--- src/logic/ofrc_pkg.sv ---
package ofrc_pkg;
  // clock and time base
  localparam int CLK_MHZ          = 20;
  localparam int TICK_US          = 100;
  localparam int TICK_CYCLES      = TICK_US * CLK_MHZ;
  localparam int HICCUP_TIME_US   = 10000;
  localparam int HICCUP_CYC_DEF   = HICCUP_TIME_US * CLK_MHZ;
  localparam int RC_PERSIST_US    = 10;
  localparam int RC_PERSIST_CYC   = RC_PERSIST_US * CLK_MHZ;
  localparam int SW_FREQ_KHZ      = 500;
  localparam int SW_PERIOD_CYC    = (CLK_MHZ * 1000) / SW_FREQ_KHZ;

  // percent defaults, a port value of zero selects these
  localparam logic [8:0] PCT_FULL    = 9'h064;
  localparam logic [7:0] OV_PCT_DEF  = 8'h0F;
  localparam logic [7:0] UV_PCT_DEF  = 8'h0F;
  localparam logic [7:0] PGON_PCT_DEF = 8'h5A;
  localparam logic [7:0] PGOFF_PCT_DEF = 8'h55;

  // restart limit of the counted response
  localparam logic [1:0] RETRY_LIMIT = 2'h3;

  // interleave fields
  localparam logic [4:0] GROUP_FULL = 5'h10;
  localparam logic [3:0] GROUP_ZERO = 4'h0;

  // fault responses, zero is the reset default
  typedef enum logic [1:0] {
    RESP_HICCUP  = 2'b00,
    RESP_LATCH   = 2'b01,
    RESP_RETRY   = 2'b10,
    RESP_DELAYED = 2'b11
  } ofrc_resp_e;

  // sync pin usage, zero is the reset default
  typedef enum logic [1:0] {
    SYNC_INTERNAL = 2'b00,
    SYNC_INPUT    = 2'b01,
    SYNC_OUTPUT   = 2'b10,
    SYNC_RSVD     = 2'b11
  } ofrc_sync_e;

  // output sequencer
  typedef enum logic [2:0] {
    ST_IDLE    = 3'b000,
    ST_ON_DLY  = 3'b001,
    ST_RISE    = 3'b010,
    ST_REG     = 3'b011,
    ST_OFF_DLY = 3'b100,
    ST_FALL    = 3'b101,
    ST_HICCUP  = 3'b110,
    ST_LATCHED = 3'b111
  } ofrc_state_e;
endpackage

--- src/logic/ofrc_core.sv ---
`timescale 1ns/1ps
`default_nettype none
module ofrc_core
  import ofrc_pkg::*;
#(
  parameter int HICCUP_CYCLES = HICCUP_CYC_DEF
) (
  // clock and reset
  input  wire logic               CLOCK,
  input  wire logic               RST_B,
  // enable and fault clearing
  input  wire logic               ENABLE_PIN,
  input  wire logic               ENABLE_ACTIVE_LOW,
  input  wire logic               CLEAR_FAULTS,
  // measurements and analog comparators
  input  wire logic [11:0]        VOUT_MEAS,
  input  wire logic [11:0]        VOUT_NOM,
  input  wire logic               OVERCURRENT_DET_PIN,
  input  wire logic               REVERSE_CURRENT_DET_PIN,
  // voltage fault configuration
  input  wire logic [7:0]         OV_PCT,
  input  wire logic [7:0]         UV_PCT,
  input  wire ofrc_pkg::ofrc_resp_e VOLTAGE_FAULT_OPTIONS,
  input  wire logic               CROWBAR_DISABLE,
  // current fault configuration
  input  wire ofrc_pkg::ofrc_resp_e OVERCURRENT_RESPONSE_SETTING,
  input  wire ofrc_pkg::ofrc_resp_e REVERSE_CURRENT_RESPONSE_SETTING,
  // output good configuration
  input  wire logic [7:0]         PGOOD_ON_PCT,
  input  wire logic [7:0]         PGOOD_OFF_PCT,
  input  wire logic [7:0]         PGOOD_DELAY,
  input  wire logic               VENDOR_CONFIG_PUSH_PULL,
  // sequencing times in ticks
  input  wire logic [7:0]         TON_DELAY,
  input  wire logic [7:0]         TON_RISE,
  input  wire logic [7:0]         TOFF_DELAY,
  input  wire logic [7:0]         TOFF_FALL,
  input  wire logic               SOFT_STOP_EN,
  // synchronization and interleave
  input  wire ofrc_pkg::ofrc_sync_e SYNC_MODE,
  input  wire logic               SYNC_I,
  input  wire logic [3:0]         GROUP_SIZE,
  input  wire logic [3:0]         ORDER,
  input  wire logic               ORDER_OVERRIDE,
  input  wire logic [6:0]         BUS_ADDR,
  // power stage
  output logic                    POWER_STAGE_EN,
  output logic [11:0]             VREF,
  output logic                    LOW_SIDE_ON,
  output logic                    PWM_START,
  output logic [9:0]              PHASE_OFFSET_CYC,
  // pins
  output logic                    OUTPUT_GOOD_PIN_O,
  output logic                    OUTPUT_GOOD_PIN_OE,
  output logic                    SYNC_O,
  output logic                    SYNC_OE,
  // sticky fault status
  output logic                    OVER_VOLTAGE_GUARD_FLAG,
  output logic                    UNDER_VOLTAGE_GUARD_FLAG,
  output logic                    OVER_CURRENT_GUARD_FLAG,
  output logic                    REVERSE_CURRENT_GUARD_FLAG,
  output ofrc_pkg::ofrc_state_e   SEQ_STATE
);
  // scale nominal by a percentage
  function automatic logic [12:0] pct_of(input logic [11:0] nom, input logic [8:0] pct);
    pct_of = 13'((21'(nom) * 21'(pct)) / 21'(PCT_FULL));
  endfunction

  // zero selects the default percentage
  function automatic logic [7:0] pct_sel(input logic [7:0] val, input logic [7:0] def);
    pct_sel = (val == 8'h00) ? def : val;
  endfunction

  // pick the response of the highest priority active fault
  function automatic ofrc_resp_e resp_of(input logic ov, input logic uv, input logic oc,
                                         input ofrc_resp_e vr, input ofrc_resp_e cr,
                                         input ofrc_resp_e rr);
    resp_of = (ov || uv) ? vr : (oc ? cr : rr);
  endfunction

  logic [2:0]  pin_lvl;
  logic        en_act;
  ofrc_state_e st_reg, st_next;
  logic [7:0]  tmr_reg, tmr_next;
  logic [11:0] tick_reg, tick_next;
  logic [19:0] hic_reg, hic_next;
  logic [1:0]  rty_reg, rty_next;
  logic        cb_reg, cb_next;
  logic [11:0] vref_reg, vref_next;
  logic [7:0]  rcp_reg, rcp_next;
  logic        pg_reg, pg_next;
  logic [7:0]  pgc_reg, pgc_next;
  logic [3:0]  flg_reg, flg_next;
  logic        tick;
  logic        on_stage;
  logic        ov_now, uv_now, oc_now, rc_now, any_fault;
  logic [12:0] vmeas13;
  ofrc_resp_e  resp;
  logic [3:0]  order_eff;

  // sync and comparator pins through the filter
  ofrc_pin_sync #(.W(3)) u_pins (
    .clk       (CLOCK),
    .rst_b     (RST_B),
    .pin_in    ({REVERSE_CURRENT_DET_PIN, OVERCURRENT_DET_PIN, SYNC_I}),
    .level_out (pin_lvl)
  );

  assign order_eff = ORDER_OVERRIDE ? ORDER : {BUS_ADDR[2:0], 1'b0};

  ofrc_phase u_phase (
    .clk        (CLOCK),
    .rst_b      (RST_B),
    .sync_mode  (SYNC_MODE),
    .group_size (GROUP_SIZE),
    .order      (order_eff),
    .sync_lvl   (pin_lvl[0]),
    .pwm_start  (PWM_START),
    .sync_o     (SYNC_O),
    .sync_oe    (SYNC_OE),
    .offset_cyc (PHASE_OFFSET_CYC)
  );

  // enable pin has its own filter so polarity applies to the clean level
  logic en_lvl;
  ofrc_pin_sync #(.W(1)) u_en (
    .clk       (CLOCK),
    .rst_b     (RST_B),
    .pin_in    (ENABLE_PIN),
    .level_out (en_lvl)
  );

  assign en_act = en_lvl ^ ENABLE_ACTIVE_LOW;

  // fault detection
  always_comb begin
    vmeas13  = {1'b0, VOUT_MEAS};
    on_stage = (st_reg == ST_RISE) || (st_reg == ST_REG) ||
               (st_reg == ST_OFF_DLY) || (st_reg == ST_FALL);
    ov_now = on_stage &&
             (vmeas13 > pct_of(VOUT_NOM, PCT_FULL + 9'(pct_sel(OV_PCT, OV_PCT_DEF))));
    uv_now = (st_reg == ST_REG) &&
             (vmeas13 < pct_of(VOUT_NOM, PCT_FULL - 9'(pct_sel(UV_PCT, UV_PCT_DEF))));
    // current guards blanked until ramp-up done
    oc_now = (st_reg == ST_REG) && pin_lvl[1];
    rc_now = (st_reg == ST_REG) && (rcp_reg == 8'(RC_PERSIST_CYC));
    any_fault = ov_now || uv_now || oc_now || rc_now;
    resp = resp_of(ov_now, uv_now, oc_now, VOLTAGE_FAULT_OPTIONS,
                   OVERCURRENT_RESPONSE_SETTING, REVERSE_CURRENT_RESPONSE_SETTING);
    rcp_next = (pin_lvl[2] && st_reg == ST_REG) ?
               ((rcp_reg == 8'(RC_PERSIST_CYC)) ? rcp_reg : rcp_reg + 8'h01) : 8'h00;
    // sticky flags, setting wins over clearing
    flg_next = (CLEAR_FAULTS ? 4'h0 : flg_reg) | {rc_now, oc_now, uv_now, ov_now};
  end

  // output sequencer
  always_comb begin
    st_next   = st_reg;
    rty_next  = rty_reg;
    cb_next   = cb_reg;
    tick      = (tick_reg == 12'(TICK_CYCLES - 1));
    tick_next = tick ? 12'h000 : tick_reg + 12'h001;
    hic_next  = 20'h00000;
    case (st_reg)
      ST_IDLE: begin
        rty_next = 2'h0;
        cb_next  = 1'b0;
        if (en_act)
          st_next = ST_ON_DLY;
      end
      ST_ON_DLY: begin
        if (!en_act)
          st_next = ST_IDLE;
        else if (tmr_reg >= TON_DELAY)
          st_next = ST_RISE;
      end
      ST_RISE, ST_REG: begin
        if (st_reg == ST_RISE && tmr_reg >= TON_RISE)
          st_next = ST_REG;
        if (!en_act)
          st_next = SOFT_STOP_EN ? ST_OFF_DLY : ST_IDLE;
      end
      ST_OFF_DLY: begin
        if (tmr_reg >= TOFF_DELAY)
          st_next = ST_FALL;
      end
      ST_FALL: begin
        if (tmr_reg >= TOFF_FALL)
          st_next = ST_IDLE;
      end
      ST_HICCUP: begin
        // restart reruns the whole start sequence
        hic_next = hic_reg + 20'h00001;
        if (!en_act)
          st_next = ST_IDLE;
        else if (hic_reg >= 20'(HICCUP_CYCLES - 1)) begin
          st_next = ST_ON_DLY;
          cb_next = 1'b0;
        end
      end
      ST_LATCHED: begin
        if (CLEAR_FAULTS || !en_act)
          st_next = ST_IDLE;
      end
      default: st_next = ST_IDLE;
    endcase
    if (any_fault) begin
      cb_next = ov_now && !CROWBAR_DISABLE;
      // hiccup is the zero default; delayed acts as latch
      case (resp)
        RESP_HICCUP: st_next = ST_HICCUP;
        RESP_RETRY: begin
          if (rty_reg < RETRY_LIMIT) begin
            st_next  = ST_HICCUP;
            rty_next = rty_reg + 2'h1;
          end else
            st_next = ST_LATCHED;
        end
        default: st_next = ST_LATCHED;
      endcase
    end
    tmr_next = (st_next != st_reg) ? 8'h00 :
               ((tick && tmr_reg != 8'hFF) ? tmr_reg + 8'h01 : tmr_reg);
  end

  // reference ramps up over rise time and down over fall time
  always_comb begin
    case (st_next)
      ST_RISE: vref_next = (TON_RISE == 8'h00) ? VOUT_NOM :
                           12'((20'(VOUT_NOM) * 20'(tmr_next)) / 20'(TON_RISE));
      ST_REG, ST_OFF_DLY: vref_next = VOUT_NOM;
      ST_FALL: vref_next = (TOFF_FALL == 8'h00) ? 12'h000 :
                           12'((20'(VOUT_NOM) * 20'(TOFF_FALL - tmr_next)) / 20'(TOFF_FALL));
      default: vref_next = 12'h000;
    endcase
  end

  always_comb begin
    pg_next  = 1'b0;
    pgc_next = 8'h00;
    if (st_reg == ST_REG && !any_fault) begin
      if (pg_reg)
        pg_next = vmeas13 >=
                  pct_of(VOUT_NOM, 9'(pct_sel(PGOOD_OFF_PCT, PGOFF_PCT_DEF)));
      else if (vmeas13 > pct_of(VOUT_NOM, 9'(pct_sel(PGOOD_ON_PCT, PGON_PCT_DEF)))) begin
        pgc_next = (tick && pgc_reg != 8'hFF) ? pgc_reg + 8'h01 : pgc_reg;
        pg_next  = (pgc_reg >= PGOOD_DELAY);
      end
    end
  end

  always_ff @(posedge CLOCK or negedge RST_B) begin
    if (!RST_B) begin
      st_reg   <= ST_IDLE;
      tmr_reg  <= 8'h00;
      tick_reg <= 12'h000;
      hic_reg  <= 20'h00000;
      rty_reg  <= 2'h0;
      cb_reg   <= 1'b0;
      vref_reg <= 12'h000;
      rcp_reg  <= 8'h00;
      pg_reg   <= 1'b0;
      pgc_reg  <= 8'h00;
      flg_reg  <= 4'h0;
    end else begin
      st_reg   <= st_next;
      tmr_reg  <= tmr_next;
      tick_reg <= tick_next;
      hic_reg  <= hic_next;
      rty_reg  <= rty_next;
      cb_reg   <= cb_next;
      vref_reg <= vref_next;
      rcp_reg  <= rcp_next;
      pg_reg   <= pg_next;
      pgc_reg  <= pgc_next;
      flg_reg  <= flg_next;
    end
  end

  // outputs
  assign POWER_STAGE_EN  = on_stage;
  assign VREF            = vref_reg;
  assign LOW_SIDE_ON     = cb_reg;
  assign SEQ_STATE       = st_reg;
  // open drain pulls low only; push-pull always drives
  assign OUTPUT_GOOD_PIN_O  = VENDOR_CONFIG_PUSH_PULL && pg_reg;
  assign OUTPUT_GOOD_PIN_OE = VENDOR_CONFIG_PUSH_PULL || !pg_reg;
  assign {REVERSE_CURRENT_GUARD_FLAG, OVER_CURRENT_GUARD_FLAG,
          UNDER_VOLTAGE_GUARD_FLAG, OVER_VOLTAGE_GUARD_FLAG} = flg_reg;
endmodule
`default_nettype wire

--- src/logic/ofrc_phase.sv ---
`timescale 1ns/1ps
`default_nettype none
module ofrc_phase
  import ofrc_pkg::*;
(
  // clock and reset
  input  wire logic             clk,
  input  wire logic             rst_b,
  // configuration
  input  wire ofrc_pkg::ofrc_sync_e sync_mode,
  input  wire logic [3:0]       group_size,
  input  wire logic [3:0]       order,
  // filtered sync pin level
  input  wire logic             sync_lvl,
  // results
  output logic                  pwm_start,
  output logic                  sync_o,
  output logic                  sync_oe,
  output logic [9:0]            offset_cyc
);
  logic [9:0] per_reg, per_next;
  logic [9:0] dly_reg, dly_next;
  logic       arm_reg, arm_next;
  logic       prev_reg, prev_next;
  logic       so_reg, so_next;
  logic [4:0] size_eff;
  logic       ref_edge;
  logic [9:0] since_reg;
  logic [9:0] ofs_reg;
  logic [9:0] offset_mod;

  always_comb begin
    size_eff   = (group_size == GROUP_ZERO) ? GROUP_FULL : {1'b0, group_size};
    offset_cyc = 10'((14'(order) * 14'(SW_PERIOD_CYC)) / 14'(size_eff));
    // offsets past a full turn wrap, else the next edge re-arms before the start
    offset_mod = offset_cyc % 10'(SW_PERIOD_CYC);
  end

  always_comb begin
    if (sync_mode == SYNC_INPUT)
      ref_edge = sync_lvl && !prev_reg;
    else
      ref_edge = (per_reg == 10'h000);
  end

  // delay pwm start after reference edge
  always_comb begin
    per_next  = (per_reg == 10'(SW_PERIOD_CYC - 1)) ? 10'h000 : per_reg + 10'h001;
    prev_next = sync_lvl;
    dly_next  = dly_reg;
    arm_next  = arm_reg;
    pwm_start = arm_reg && (dly_reg == 10'h000);
    if (pwm_start)
      arm_next = 1'b0;
    else if (arm_reg)
      dly_next = dly_reg - 10'h001;
    if (ref_edge) begin
      dly_next = offset_mod;
      arm_next = 1'b1;
    end
    // drive local clock when configured as source
    so_next = (sync_mode == SYNC_OUTPUT) && (per_next < 10'(SW_PERIOD_CYC / 2));
  end

  always_ff @(posedge clk or negedge rst_b) begin
    if (!rst_b) begin
      per_reg  <= 10'h000;
      dly_reg  <= 10'h000;
      arm_reg  <= 1'b0;
      prev_reg <= 1'b0;
      so_reg   <= 1'b0;
    end else begin
      per_reg  <= per_next;
      dly_reg  <= dly_next;
      arm_reg  <= arm_next;
      prev_reg <= prev_next;
      so_reg   <= so_next;
    end
  end

  assign sync_o  = so_reg;
  assign sync_oe = (sync_mode == SYNC_OUTPUT);

  // cycles since last reference edge and the offset taken there, for checking only
  always_ff @(posedge clk or negedge rst_b) begin
    if (!rst_b) begin
      since_reg <= 10'h3FF;
      ofs_reg   <= 10'h000;
    end else if (ref_edge) begin
      since_reg <= 10'h000;
      ofs_reg   <= offset_mod;
    end else if (since_reg != 10'h3FF)
      since_reg <= since_reg + 10'h001;
  end
endmodule
`default_nettype wire

--- src/logic/ofrc_pin_sync.sv ---
`timescale 1ns/1ps
`default_nettype none
module ofrc_pin_sync #(
  parameter int W = 1
) (
  // clock and reset
  input  wire logic         clk,
  input  wire logic         rst_b,
  // pins in, filtered levels out
  input  wire logic [W-1:0] pin_in,
  output logic      [W-1:0] level_out
);
  // three stages per pin, level follows once stages two and three agree
  for (genvar i = 0; i < W; i++) begin : g_bit
    logic s1_reg;
    logic s2_reg;
    logic s3_reg;
    logic lvl_reg;
    logic lvl_next;

    always_comb begin
      lvl_next = (s2_reg == s3_reg) ? s3_reg : lvl_reg;
    end

    always_ff @(posedge clk or negedge rst_b) begin
      if (!rst_b) begin
        s1_reg  <= 1'b0;
        s2_reg  <= 1'b0;
        s3_reg  <= 1'b0;
        lvl_reg <= 1'b0;
      end else begin
        s1_reg  <= pin_in[i];
        s2_reg  <= s1_reg;
        s3_reg  <= s2_reg;
        lvl_reg <= lvl_next;
      end
    end

    assign level_out[i] = lvl_reg;
  end
endmodule
`default_nettype wire

--- config.mk ---
export PLATFORM = sky130hd
export DESIGN_NAME = ofrc_core
export DESIGN_NICKNAME = d
export VERILOG_FILES = /design/src/logic/ofrc_pkg.sv /design/src/logic/ofrc_core.sv /design/src/logic/ofrc_phase.sv /design/src/logic/ofrc_pin_sync.sv
export SDC_FILE = /design/constraint.sdc
export NUM_CORES = 2
export LEC_CHECK = 0
export ABC_AREA = 1
export BUFFER_PORTS_ARGS = -buffer_cell sky130_fd_sc_hd__buf_2
export CORE_ASPECT_RATIO = 0.5
export CORE_UTILIZATION = 40
export DETAILED_ROUTE_END_ITERATION = 12
export GPL_TIMING_DRIVEN = 0
export PLACE_DENSITY = 0.6
export SYNTH_ARGS = -nofsm -noshare
export SYNTH_HDL_FRONTEND = slang
export SYNTH_HIERARCHICAL = 1
export SYNTH_SLANG_ARGS = --single-unit
--- constraint.sdc ---
create_clock -name CLOCK -period 45.5 [get_ports CLOCK]
set_clock_uncertainty 0.2 [all_clocks]
set_input_delay 2.275 -clock CLOCK [delete_from_list [all_inputs] [get_ports CLOCK]]
set_output_delay 2.275 -clock CLOCK [all_outputs]
set_load 0.01 [all_outputs]
==> flow_metrics.tcl <==
set metrics [dict create \
    grt_pass1_vias 52113 \
    synth_warnings 6 \
    viasPerCell 4.99 \
    drt-total-wl_um 170000 \
    synth_cells 8619 \
    track_usage 0.234 \
    drtIter0Drc 3264 \
    grt_start_max_net_pins 90 \
    syn_area_um2 55800 \
    clkSinkCount 118 \
    synthDistinctLibCells 89 \
    critPathMostFrequentCell "nand2_2" \
    slew_viol_final 0 \
    area_delta_synth_final_pct 20.7 \
    path_class "input pin to register" \
    crit_path_top_delay_cell "clkbuf_1" \
    tightest_slew_ns 1.40 \
    numCtsBuffers 17 \
    grt_pass1_wl_um 269000 \
    htreeDepth 4 \
    endpoint_kind "register" \
    antenna_found_initial 17 \
    min_period_ns 54.79 \
    status "finished, violations left" \
    clock_path_buffers 2 \
    drc 0 \
    globalplace.congestion 0.916 \
    relSlewSlack 0.0674 \
    fin_cells 11266 \
    rows 96 \
    n_fill_cell 13866 \
    final_nets 10600 \
    synth-compound-area-share 0.109 \
    failed_checks "setup timing" \
    cts-root-buf "clkbuf_16" \
    setup_slack_ns -9.29 \
    largest_reg_flops 20 \
    antenna_left 0 \
    overflow 0 \
    vias 56191 \
    die_height_um 266 \
    critPathMaxFanout 10 \
    hpwl_um 134000 \
    rsz0062_at_grt "true" \
    routedWlPerCell_um 15.1 \
    cap_violations 0 \
    cp_data_required_time_ns 45.69 \
    async_flop_share 1.00 \
    synth_top_family_by_area "simple AND/OR/NAND/NOR gates" \
    synth-simple-area-share 0.358 \
    synthMuxAreaShare 0.00153 \
    die_area_um2 141000 \
    max_freq_mhz 18.3 \
    seq_area_frac_synth 0.0529 \
    cts_tree "yes" \
    die_x_um 530 \
    hold_viol 0 \
    period_share 1.20 \
    worstPathArrival_ns 54.98 \
    clk_latency_ns 0.46 \
    io_buffer_count 156 \
    clk_pin_slew_ns 0.06 \
    min_path_type "register to register" \
    setup_viol 6 \
    slowest_delay_ns 0.81 \
    dp_slack_ns -16.08 \
    synth_seq_cells 118 \
    drtPass1Iterations 5 \
    drive_above_1_share 0.220 \
    initial_core_util 0.405 \
    dp_cells 10642 \
    crit_path_start_kind "input pin" \
    synth_xor_xnor_area_share 0.0580 \
    postLayoutCoreUtil 0.489 \
    synth_edf_count 0 \
    fp.coreArea_um2 138000 \
    synth_adder_area_share 0.297 \
    syn_area_per_cell_um2 6.47 \
    synth_flop_cell "dfrtp_1" \
    io-pin-count 167 \
]
-- Yosys cell counts (all sizes together), types with 51 or more instances --
library cell | count | share of area
a21o | 51 | 0.0070
fa | 396 | 0.14
xor2 | 253 | 0.040
o21ai | 426 | 0.040
clkbuf | 107 | 0.0085
xnor2 | 114 | 0.018
o21bai | 68 | 0.0098
ha | 689 | 0.15
a21oi | 305 | 0.029
dfrtp | 118 | 0.053
nand2 | 2423 | 0.18
nand4 | 165 | 0.022
nor2 | 896 | 0.072
nor3 | 79 | 0.0076
inv | 1616 | 0.11
nand3 | 554 | 0.058
-- worst max-delay path, delay by kind of cell --
family,cells,cell delay [ns]
XOR/XNOR,4,0.99
buffers and inverters,102,11.60
AND/OR/NAND/NOR,187,17.26
AO/OA/AOI/OAI,86,11.74
adder cells (fa/ha/maj),33,10.96
-- path summary, 6_finish.rpt --
check	from	endpoint	slack, ns	depth (start not counted)
max	VOUT_NOM[7]	VREF[0]	-9.29	412
max in group asynchronous	RST_B	hic_reg[0]	42.76	2
min	u_pins/g_bit[0].s1_reg	u_pins/g_bit[0].s2_reg	0.15	0
max reg2reg	tmr_reg[0]	VREF[0]	3.77	320
min reg2reg	u_pins/g_bit[0].s1_reg	u_pins/g_bit[0].s2_reg	0.15	0
min in group asynchronous	RST_B	u_phase/dly_reg[5]	1.52	1
-- stage by stage --
step / hold WS, ns / TNS [ns] / area [um2]
finish: 0.147 / -32.01 / 67300
global placement: 0.134 / -67.28 / 59700
detailed placement: 0.136 / -70.42 / 59800
global route: 0.166 / -50.75 / 67300
CTS: 0.149 / -26.67 / 64900
floorplan: 0.131 / -19.48 / 56600
-- layout make-up --
type / count / area [um2] / area share
inverters: 1632 / 6270 / 0.0932
plain buffers: 141 / 1100 / 0.0163
well taps: 1862 / 2330 / 0.0346
clock inverters: 11 / 150 / 0.00223
repair buffers: 744 / 5430 / 0.0807
diodes: 8 / 20.0 / 0.000297
clock buffers: 20 / 457 / 0.00678
flip-flops and latches: 118 / 2950 / 0.0439
multi-input cells: 6730 / 48600 / 0.722
-- cell usage in the layout (no fill, tap or decap), types with 220 or more instances in the layout --
master and count:
a21oi_1 220, o21ai_0 281, nand2_1 1959, fa_1 388, nand3_1 453, nand2_2 342
xor2_1 249, ha_1 650, buf_4 569, nor2_1 743, inv_1 1473
-- kinds of logic after synthesis --
family	after synthesis
AND/OR/NAND/NOR	4249
buffers and inverters	1774
adder cells (fa/ha/maj)	1085
AO/OA/AOI/OAI	1017
XOR/XNOR	367
flip-flops	118
multiplexers	8
other	1
-- metal layers --
layer | wire length, um | GRT usage | vias up
li1 | - | - | 28821
met1 | 80600 | 0.327 | 25925
met2 | 76200 | 0.385 | 1235
met3 | 9220 | 0.0283 | 210
met4 | 4160 | 0.0527 | 0
met5 | 0 | 0 | -
-- what timing repair did --
action | 4_1_cts | 5_1_grt
resized for setup | 327 | 296
setup endpoints to repair | 8 | 8
hold buffers | 0 | 0
setup buffers | 420 | 162
cloned | 3 | 2
pin swaps | 318 | 342
Power is not shown: default switching activity piles up to over one toggle a cycle in this logic, so the estimate is an artifact.
